### config.mk
export PLATFORM = sky130hd
export DESIGN_NAME = drive_fault_supervisor
export DESIGN_NICKNAME = d
export VERILOG_FILES = /design/src/hdl/fault_pkg.sv /design/src/hdl/interval_timer.sv /design/src/hdl/drive_fault_supervisor.sv
export SDC_FILE = /design/constraint.sdc
export NUM_CORES = 1
export LEC_CHECK = 0
export BUFFER_PORTS_ARGS = -buffer_cell sky130_fd_sc_hd__buf_2
export CAP_MARGIN = 20
export CELL_PAD_IN_SITES_DETAIL_PLACEMENT = 1
export CELL_PAD_IN_SITES_GLOBAL_PLACEMENT = 1
export CORE_MARGIN = 3
export CORE_UTILIZATION = 45
export CTS_BUF_LIST = sky130_fd_sc_hd__clkbuf_4 sky130_fd_sc_hd__clkbuf_8
export DETAILED_ROUTE_END_ITERATION = 10
export PLACE_DENSITY_LB_ADDON = 0.25
export SLEW_MARGIN = 15
export SYNTH_ARGS = -nofsm -noshare
export SYNTH_HDL_FRONTEND = slang
export SYNTH_SLANG_ARGS = --single-unit
export TNS_END_PERCENT = 50
### constraint.sdc
create_clock -name pclk -period 2.9 [get_ports pclk]
set_input_delay 0.29 -clock pclk [delete_from_list [all_inputs] [get_ports pclk]]
set_output_delay 0.29 -clock pclk [all_outputs]
set_load 0.01 [all_outputs]
### src/hdl/fault_pkg.sv
package fault_pkg;
    // Clock rate and documented supervision times
    localparam int unsigned CLK_HZ = 25000000;
    localparam int unsigned CLK_PER_MS = CLK_HZ / 1000;
    localparam int unsigned RELEASE_WAIT_MS = 300;
    localparam int unsigned STILL_ON_MS = 5000;
    localparam int unsigned REGEN_START_MS = 1000;
    localparam logic [31:0] RELEASE_WAIT_CYC = 32'(RELEASE_WAIT_MS * CLK_PER_MS);
    localparam logic [31:0] STILL_ON_CYC = 32'(STILL_ON_MS * CLK_PER_MS);
    localparam logic [31:0] REGEN_START_CYC = 32'(REGEN_START_MS * CLK_PER_MS);

    // Register byte offsets
    localparam logic [7:0] CTRL_OFS = 8'h00;
    localparam logic [7:0] CDLY_OFS = 8'h04;
    localparam logic [7:0] CURMAX_OFS = 8'h08;
    localparam logic [7:0] OVLTIME_OFS = 8'h0C;
    localparam logic [7:0] RELEVEL_OFS = 8'h10;
    localparam logic [7:0] ERROR_OFS = 8'h14;
    localparam logic [7:0] ISTAT_OFS = 8'h18;
    localparam logic [7:0] IMASK_OFS = 8'h1C;
    localparam logic [7:0] STATE_OFS = 8'h20;

    // Field positions and reset values
    localparam int CFG_SEL_LSB = 0;
    localparam int OSPD_MASK_BIT = 5;
    localparam int CMON_EN_BIT = 6;
    localparam int INFO_LSB = 16;
    localparam logic [4:0] CFG_AUTO_OSPD = 5'h1F;
    localparam logic [6:0] CTRL_RESET = 7'h40;
    localparam logic [31:0] CDLY_RESET = 32'h000186A0;
    localparam logic [15:0] CURMAX_RESET = 16'hFFFF;
    localparam logic [31:0] OVLTIME_RESET = 32'h017D7840;
    localparam logic [15:0] RELEVEL_RESET = 16'h0100;

    // Event bit positions, shared by the status and mask registers
    localparam int NUM_EV = 9;
    localparam int EV_540 = 0;
    localparam int EV_544 = 1;
    localparam int EV_545 = 2;
    localparam int EV_546 = 3;
    localparam int EV_548 = 4;
    localparam int EV_549 = 5;
    localparam int EV_550 = 6;
    localparam int EV_560 = 7;
    localparam int EV_570 = 8;
    localparam int EV_571 = 9;
    localparam int NUM_IRQ = 10;

    // Error numbers
    localparam logic [9:0] ERR_NONE = 10'h000;
    localparam logic [9:0] ERR_540 = 10'h21C;
    localparam logic [9:0] ERR_544 = 10'h220;
    localparam logic [9:0] ERR_545 = 10'h221;
    localparam logic [9:0] ERR_546 = 10'h222;
    localparam logic [9:0] ERR_548 = 10'h224;
    localparam logic [9:0] ERR_549 = 10'h225;
    localparam logic [9:0] ERR_550 = 10'h226;
    localparam logic [9:0] ERR_560 = 10'h230;
    localparam logic [9:0] ERR_570 = 10'h23A;
    localparam logic [9:0] ERR_571 = 10'h23B;

    // Latched error number with additional information
    typedef struct packed {
        logic [9:0] num;
        logic [1:0] info;
    } err_t;

    // Software configuration steering the supervisor
    typedef struct packed {
        logic cmon_en;
        logic ospd_mask;
        logic [4:0] cfg_sel;
    } cfg_t;
endpackage : fault_pkg

### src/hdl/interval_timer.sv
`timescale 1ns/1ps
// One-shot down counter: start loads, done pulses once at expiry
module interval_timer #(
    parameter int W = 32
) (
    input wire logic pclk,
    input wire logic presetn,
    input wire logic start,
    input wire logic stop,
    input wire logic [W-1:0] load,
    output logic done,
    output logic running
);
    logic [W-1:0] cnt_reg;

    // Count down while running, a start restarts, a stop aborts
    always_ff @(posedge pclk or negedge presetn)
    begin
        if (!presetn)
        begin
            cnt_reg <= '0;
            running <= 1'b0;
            done <= 1'b0;
        end
        else
        begin
            done <= 1'b0;
            if (start)
            begin
                cnt_reg <= (load == '0) ? W'(1) : load;
                running <= 1'b1;
            end
            else if (stop)
                running <= 1'b0;
            else if (running)
            begin
                if (cnt_reg == W'(1))
                begin
                    running <= 1'b0;
                    done <= 1'b1;
                end
                cnt_reg <= cnt_reg - W'(1);
            end
        end
    end
endmodule : interval_timer

### src/hdl/drive_fault_supervisor.sv
// Local design decisions: the register addresses and the APB interface to the registers.
`timescale 1ns/1ps
module drive_fault_supervisor #(
    parameter logic [31:0] RELEASE_WAIT = fault_pkg::RELEASE_WAIT_CYC,
    parameter logic [31:0] STILL_ON = fault_pkg::STILL_ON_CYC,
    parameter logic [31:0] REGEN_START = fault_pkg::REGEN_START_CYC
) (
    input wire logic pclk,
    input wire logic presetn,
    input wire logic psel,
    input wire logic penable,
    input wire logic pwrite,
    input wire logic [7:0] paddr,
    input wire logic [31:0] pwdata,
    output logic [31:0] prdata,
    output logic pready,
    output logic pslverr,
    input wire logic travel_cmd,
    input wire logic contactor_feedback_a,
    input wire logic contactor_feedback_b,
    input wire logic controller_release_interrupt,
    input wire logic inverter_operating,
    input wire logic relevel_active,
    input wire logic [15:0] motor_current,
    input wire logic [15:0] actual_speed,
    input wire logic regen_monitor_closed,
    input wire logic regen_active,
    output logic ready_release_output,
    output logic motion_release_output,
    output logic regen_fault,
    output logic param_set2_permit,
    output logic irq
);
    fault_pkg::cfg_t cfg_reg;
    logic [31:0] cdly_reg;
    logic [15:0] curmax_reg;
    logic [31:0] ovltime_reg;
    logic [15:0] relevel_reg;
    fault_pkg::err_t err_reg;
    fault_pkg::err_t err_next;
    logic [fault_pkg::NUM_IRQ-1:0] istat_reg;
    logic [fault_pkg::NUM_IRQ-1:0] imask_reg;
    logic [fault_pkg::NUM_IRQ-1:0] ev;
    logic [1:0] cinfo;
    logic [1:0] open_info;
    logic [1:0] still_info;
    logic travel_q, off_phase_reg, contactor_ok_reg, dropped_reg;
    logic ospd_q, ovl_fired_reg;
    logic [31:0] ovl_cnt_reg;
    logic travel_start, travel_end, drop_ev, ospd_now, regen_fault_now;
    logic cdly_done, still_done, wait_done, regen_done;
    logic wr_en, err_clr;
    logic [3:0] tmr_start, tmr_stop, tmr_done;
    logic [31:0] tmr_load [4];

    assign travel_start = travel_cmd & ~travel_q;
    assign travel_end = ~travel_cmd & travel_q;
    assign wr_en = psel & penable & pready & pwrite; // Writes land at the completing access edge
    assign err_clr = wr_en && (paddr == fault_pkg::ERROR_OFS);
    assign open_info = {~contactor_feedback_b, ~contactor_feedback_a};
    assign still_info = {contactor_feedback_b, contactor_feedback_a};
    assign drop_ev = travel_cmd & ~dropped_reg & (controller_release_interrupt | ev[fault_pkg::EV_545]
                     | ev[fault_pkg::EV_546]);
    assign ospd_now = relevel_active && (actual_speed > relevel_reg)
                      && (cfg_reg.ospd_mask || cfg_reg.cfg_sel == fault_pkg::CFG_AUTO_OSPD);
    assign regen_fault_now = inverter_operating & ~regen_monitor_closed;

    // Timers: check delay, still-on window, release wait, feedback unit start-up
    assign tmr_start = {travel_start, drop_ev, cdly_done & off_phase_reg, travel_start | travel_end};
    assign tmr_stop = {travel_end, 1'b0, travel_start, 1'b0};
    assign tmr_load = '{cdly_reg, STILL_ON, RELEASE_WAIT, REGEN_START};
    assign {regen_done, wait_done, still_done, cdly_done} = tmr_done;
    generate
        for (genvar i = 0; i < 4; i++)
        begin : g_tmr
            interval_timer #(.W(32)) tmr (
                .pclk(pclk),
                .presetn(presetn),
                .start(tmr_start[i]),
                .stop(tmr_stop[i]),
                .load(tmr_load[i]),
                .done(tmr_done[i]),
                .running()
            );
        end
    endgenerate

    // Fault events, one cycle each
    always_comb
    begin
        ev = '0;
        ev[fault_pkg::EV_540] = cfg_reg.cmon_en && cdly_done && !off_phase_reg && travel_cmd
                                && (open_info != 2'b00);
        ev[fault_pkg::EV_545] = cfg_reg.cmon_en && travel_cmd && contactor_ok_reg
                                && (open_info == 2'b01 || open_info == 2'b10);
        ev[fault_pkg::EV_546] = cfg_reg.cmon_en && travel_cmd && contactor_ok_reg
                                && (open_info == 2'b11);
        ev[fault_pkg::EV_544] = wait_done && travel_cmd;
        ev[fault_pkg::EV_548] = cfg_reg.cmon_en && still_done && contactor_feedback_a;
        ev[fault_pkg::EV_549] = cfg_reg.cmon_en && still_done && (still_info != 2'b00);
        ev[fault_pkg::EV_550] = (motor_current > curmax_reg) && (ovl_cnt_reg == ovltime_reg)
                                && !ovl_fired_reg;
        ev[fault_pkg::EV_560] = ospd_now && !ospd_q;
        ev[fault_pkg::EV_570] = regen_fault_now && !regen_fault;
        ev[fault_pkg::EV_571] = regen_done && !regen_active;
    end

    // Error selection by priority, with the input pattern as extra information
    always_comb
    begin
        cinfo = 2'b00;
        err_next = err_reg;
        if (ev[fault_pkg::EV_540])
        begin
            err_next.num = fault_pkg::ERR_540;
            cinfo = open_info;
        end
        else if (ev[fault_pkg::EV_546])
            err_next.num = fault_pkg::ERR_546;
        else if (ev[fault_pkg::EV_545])
        begin
            err_next.num = fault_pkg::ERR_545;
            cinfo = open_info;
        end
        else if (ev[fault_pkg::EV_549])
        begin
            err_next.num = fault_pkg::ERR_549;
            cinfo = still_info;
        end
        else if (ev[fault_pkg::EV_548])
            err_next.num = fault_pkg::ERR_548;
        else if (ev[fault_pkg::EV_544])
            err_next.num = fault_pkg::ERR_544;
        else if (ev[fault_pkg::EV_550])
            err_next.num = fault_pkg::ERR_550;
        else if (ev[fault_pkg::EV_560])
            err_next.num = fault_pkg::ERR_560;
        else if (ev[fault_pkg::EV_570])
            err_next.num = fault_pkg::ERR_570;
        else if (ev[fault_pkg::EV_571])
            err_next.num = fault_pkg::ERR_571;
        err_next.info = (ev != '0) ? cinfo : err_reg.info;
    end

    // Latched error: first fault holds, except 570 which clears itself when its fault ends, a new event beats a clear
    always_ff @(posedge pclk or negedge presetn)
    begin
        if (!presetn)
            err_reg <= '0;
        else if (ev != '0 && (err_reg.num == fault_pkg::ERR_NONE || err_clr))
            err_reg <= err_next;
        else if (err_clr)
            err_reg <= '0;
        else if (err_reg.num == fault_pkg::ERR_570 && !regen_fault_now)
            err_reg <= '0;
    end

    // Travel sequencing and contactor state
    always_ff @(posedge pclk or negedge presetn)
    begin
        if (!presetn)
        begin
            travel_q <= 1'b0;
            off_phase_reg <= 1'b0;
            contactor_ok_reg <= 1'b0;
        end
        else
        begin
            travel_q <= travel_cmd;
            if (travel_start)
                off_phase_reg <= 1'b0;
            else if (travel_end)
                off_phase_reg <= 1'b1;
            if (!travel_cmd || ev[fault_pkg::EV_545] || ev[fault_pkg::EV_546])
                contactor_ok_reg <= 1'b0;
            else if (cdly_done && !off_phase_reg && open_info == 2'b00)
                contactor_ok_reg <= 1'b1;
        end
    end

    // Release outputs, dropped on controller release or contactor interruption
    always_ff @(posedge pclk or negedge presetn)
    begin
        if (!presetn)
        begin
            dropped_reg <= 1'b0;
            ready_release_output <= 1'b0;
            motion_release_output <= 1'b0;
        end
        else
        begin
            if (!travel_cmd)
                dropped_reg <= 1'b0;
            else if (drop_ev)
                dropped_reg <= 1'b1;
            ready_release_output <= travel_cmd & ~dropped_reg & ~drop_ev;
            motion_release_output <= travel_cmd & ~dropped_reg & ~drop_ev
                                     & (contactor_ok_reg | ~cfg_reg.cmon_en);
        end
    end

    // Overload time counter and level trackers
    always_ff @(posedge pclk or negedge presetn)
    begin
        if (!presetn)
        begin
            ovl_cnt_reg <= '0;
            ovl_fired_reg <= 1'b0;
            ospd_q <= 1'b0;
            regen_fault <= 1'b0;
            param_set2_permit <= 1'b0;
        end
        else
        begin
            if (motor_current <= curmax_reg)
            begin
                ovl_cnt_reg <= '0;
                ovl_fired_reg <= 1'b0;
            end
            else if (ovl_cnt_reg != ovltime_reg)
                ovl_cnt_reg <= ovl_cnt_reg + 32'h00000001;
            else
                ovl_fired_reg <= 1'b1;
            ospd_q <= ospd_now;
            regen_fault <= regen_fault_now;
            param_set2_permit <= regen_fault_now;
        end
    end

    // Configuration registers
    always_ff @(posedge pclk or negedge presetn)
    begin
        if (!presetn)
        begin
            cfg_reg <= fault_pkg::CTRL_RESET;
            cdly_reg <= fault_pkg::CDLY_RESET;
            curmax_reg <= fault_pkg::CURMAX_RESET;
            ovltime_reg <= fault_pkg::OVLTIME_RESET;
            relevel_reg <= fault_pkg::RELEVEL_RESET;
            imask_reg <= '0;
        end
        else if (wr_en)
        begin
            if (paddr == fault_pkg::CTRL_OFS)
                cfg_reg <= pwdata[6:0];
            else if (paddr == fault_pkg::CDLY_OFS)
                cdly_reg <= pwdata;
            else if (paddr == fault_pkg::CURMAX_OFS)
                curmax_reg <= pwdata[15:0];
            else if (paddr == fault_pkg::OVLTIME_OFS)
                ovltime_reg <= pwdata;
            else if (paddr == fault_pkg::RELEVEL_OFS)
                relevel_reg <= pwdata[15:0];
            else if (paddr == fault_pkg::IMASK_OFS)
                imask_reg <= pwdata[fault_pkg::NUM_IRQ-1:0];
        end
    end

    // Sticky status, write one to clear, a new event wins
    always_ff @(posedge pclk or negedge presetn)
    begin
        if (!presetn)
        begin
            istat_reg <= '0;
            irq <= 1'b0;
        end
        else
        begin
            if (wr_en && paddr == fault_pkg::ISTAT_OFS)
                istat_reg <= (istat_reg & ~pwdata[fault_pkg::NUM_IRQ-1:0]) | ev;
            else
                istat_reg <= istat_reg | ev;
            irq <= |((istat_reg | ev) & imask_reg);
        end
    end

    // APB answer: data prepared in setup, pready high for the access cycle
    always_ff @(posedge pclk or negedge presetn)
    begin
        if (!presetn)
        begin
            prdata <= '0;
            pready <= 1'b0;
            pslverr <= 1'b0;
        end
        else
        begin
            pready <= psel & ~penable;
            pslverr <= 1'b0;
            if (psel && !penable)
            begin
                prdata <= '0;
                if (paddr == fault_pkg::CTRL_OFS)
                    prdata <= {25'h0000000, cfg_reg};
                else if (paddr == fault_pkg::CDLY_OFS)
                    prdata <= cdly_reg;
                else if (paddr == fault_pkg::CURMAX_OFS)
                    prdata <= {16'h0000, curmax_reg};
                else if (paddr == fault_pkg::OVLTIME_OFS)
                    prdata <= ovltime_reg;
                else if (paddr == fault_pkg::RELEVEL_OFS)
                    prdata <= {16'h0000, relevel_reg};
                else if (paddr == fault_pkg::ERROR_OFS)
                    prdata <= {14'h0000, err_reg.info, 6'h00, err_reg.num};
                else if (paddr == fault_pkg::ISTAT_OFS)
                    prdata <= {22'h000000, istat_reg};
                else if (paddr == fault_pkg::IMASK_OFS)
                    prdata <= {22'h000000, imask_reg};
                else if (paddr == fault_pkg::STATE_OFS)
                    prdata <= {25'h0000000, regen_fault, dropped_reg, contactor_ok_reg, off_phase_reg,
                               contactor_feedback_b, contactor_feedback_a, travel_cmd};
                else
                    pslverr <= 1'b1; // Unmapped address
            end
        end
    end
endmodule : drive_fault_supervisor

==> qor.txt <==
placed cells -> 2338
share of layout cells above drive strength 1 -> 25.4%
row cnt -> 70
most frequent CP cell -> or4_4
DIE WIDTH -> 201 um
fin cells -> 2485
Pleak -> 9.33 nW
Skew-Pair Late Insertion Delay -> 670 ps
TritonCTS clock tree -> done
DIE HEIGHT -> 201 um
clk sink count -> 344
pwr dens -> 571 mW/mm^2
H-tree levels -> 2
WP data arrival -> 3350 ps
router iterations before antenna repair -> 6
Post-layout nets -> 2060
startpoint types -> register
vias -> 14288
# IOs -> 124
clock transition at the registers of the reported paths -> 60 ps
# diodes -> 0
Syn Nets -> 1822
most frequently used flop master after synthesis -> dfrtp_1
post-synthesis register bit count -> 344
Hold Vio Cnt, Final -> 0
final cycle utilization of the critical path -> 98.1%
total CTS buffers -> 60
first-pass GRT wire length -> 86.7 mm
Post-synth EDFFs -> 0
register area -> 0.00865 sq mm
Final Slew Violations -> 0
DP Worst Slack -> -167 ps
complex-gate fraction of the synthesized area -> 9.49%
Slew @ Worst Pin -> 881 ps
synthesized area -> 0.0172 sq mm
Crit Path Class -> reg -> reg
top-area cell type share of the netlist area -> 44.8%
Largest register FFs -> 128
Gate Count Post-Synth -> 1691
setup violators final -> 0
top cells by area, synth -> dfrtp_1 (45%), mux2_2 (7.5%), dfstp_2 (5.5%)
crit path launch -> g_tmr[0].tmr.cnt_reg[14]
post-synthesis sequential area ratio -> 50.3%
f_max -> 351 MHz
Max Buffers Root-to-Sink -> 3
Worst setup EP type -> register
post-layout min period -> 2850 ps
Synth Area in XOR/XNOR -> 7.89%
DRT iter0 DRCs -> 873
largest net degree at the start of global routing -> 98
Area Growth Syn to Fin -> 21.0%
Placer Congestion -> 0.886
top-count cell post-synth -> dfrtp_1
Hold Crit Class -> in -> reg
Yosys warnings -> 0
Rel. slew slack -> 41.3%
Hold Slack -> 64.1 ps
fillers -> 4163
Vias per Instance -> 5.75
CP required -> 3400 ps
crit-path max FO -> 3
HP Start -> pwdata[7]
Routed Antenna Nets -> 0
CP Cell Sequence -> or4_4 -> or3_4 -> or4_4 -> buf_4 -> nor3_2 -> nand2b_1 -> xor2_1 -> a21oi_1
worst r2r src -> g_tmr[0].tmr.cnt_reg[14]
largest family of logic cells by synthesized area -> simple AND/OR/NAND/NOR gates
HPWL Detailed -> 37.6 mm
worst vdd ir -> 0.375 mV
initial antenna violation count -> 0
Critical Path Max Stage Delay -> 540 ps
Synth Area in Adders -> 3.35%
status -> complete, no violations
core area -> 0.0371 sq mm
maxcap violations -> 0
slowest CP cell -> or4_4
Post-Route WL -> 53.9 mm
vias in the first global route -> 15556
global route overflow -> 0
commonest cells in the netlist -> dfrtp_1 (308), nor2_1 (209), nand2_1 (140)
post-synthesis mux area share -> 7.64%
worst setup margin -> 54.0 ps
DR DRC count -> 0
Synth cell types -> 66
multi-input logic area -> 0.00822 sq mm
die area -> 0.0406 sq mm
DR WL/cell -> 21.7 um
buffers added on ports -> 123
cell taking the most area after synthesis -> dfrtp_1
CTS root buf -> clkbuf_8
fraction of registers with async set/reset -> 100%
Initial Util -> 46.3%
Synth Area in Simple Gates -> 18.5%
Fin Clk Skew -> 52.0 ps
total track usage -> 26.5%
Mean Syn Cell Area -> 10.2 sq um
[final cells by class]
class	instances	area share, %
sequential	344	41.6
multi-input combinational	1223	39.5
timing repair buffer	234	8.03
inverter	66	1.19
tap	504	3.03
clock buffer	105	6.16
clock inverter	9	0.475
[report_power, final]
group          internal, mW  switching [mW]
clock network          2.94            2.07
registers              5.06           0.291
logic                 0.605           0.903
[cell usage in the layout (no fill, tap or decap), types with 66 or more instances in the layout]
cell type,count
nand2_1,140
xnor2_1,83
nor2_1,207
clkbuf_8,79
buf_4,67
dfrtp_1,308
mux2_2,114
a21oi_1,74
inv_1,66
xor2_1,72
buf_2,122
[critical path, delay by kind of cell (launching register included)]
kind / cells / cell delay [ps]
AOI/OAI and AO/OA: 1 / 110
buffers and inverters: 1 / 170
and+or+nand+nor: 5 / 1790
xor gates and xnor gates: 1 / 220
DFF: 1 / 410
[metrics by stage]
| stage | power, mW | utilization, % | TNS (ps) | cell area, sq um |
|---|---|---|---|---|
| after floorplan | 6.17 | - | 0 | 17200 |
| after global placement | 6.77 | 51.1 | -541 | 19000 |
| after detailed placement | 6.85 | 51.1 | -1060 | 19000 |
| after CTS | 11.9 | 55.7 | 0 | 20700 |
| after global routing | 12.4 | 56.0 | -23.2 | 20800 |
| final | 11.9 | 56.0 | 0 | 20800 |
[worst paths after layout]
| check | slack (ps) | end | cells past startpoint |
|---|---|---|---|
| max | 50 | g_tmr[0].tmr.cnt_reg[28] | 8 |
| min | 60 | ovltime_reg[7] | 2 |
| max reg2reg | 50 | g_tmr[0].tmr.cnt_reg[28] | 8 |
| min reg2reg | 500 | prdata[4] | 2 |
| max in group asynchronous | 1670 | curmax_reg[1] | 3 |
| min in group asynchronous | 280 | relevel_reg[14] | 2 |
[layer usage]
layer,vias up,track usage [%],part of all wire (%)
met4,0,8.67,2.6
met3,103,3.70,4.1
met2,344,45.5,50
met5,-,0,0
li1,6515,-,-
met1,7326,34.6,43
[cells by family (layout without fill, tap and decap cells)]
group           after synthesis  in the layout
mux                         117            117
xor+xnor                    155            155
simple gates                651            651
fa+ha+maj                    46             46
compound gates              254            254
flops                       344            344
buf+inv                     124            414
[timing repair]
| action | 4_1_cts | 5_1_grt |
|---|---|---|
| setup endpoints to repair | 12 | 8 |
| resized for setup | 4 | 17 |
| cloned | 0 | 0 |
| buffers inserted | 0 | 2 |
| hold buffers | 33 | 0 |
| pin swaps | 1 | 10 |
| endpoints found under the hold margin | 138 | 0 |
No activity file was read; power rests on OpenSTA's default activity.
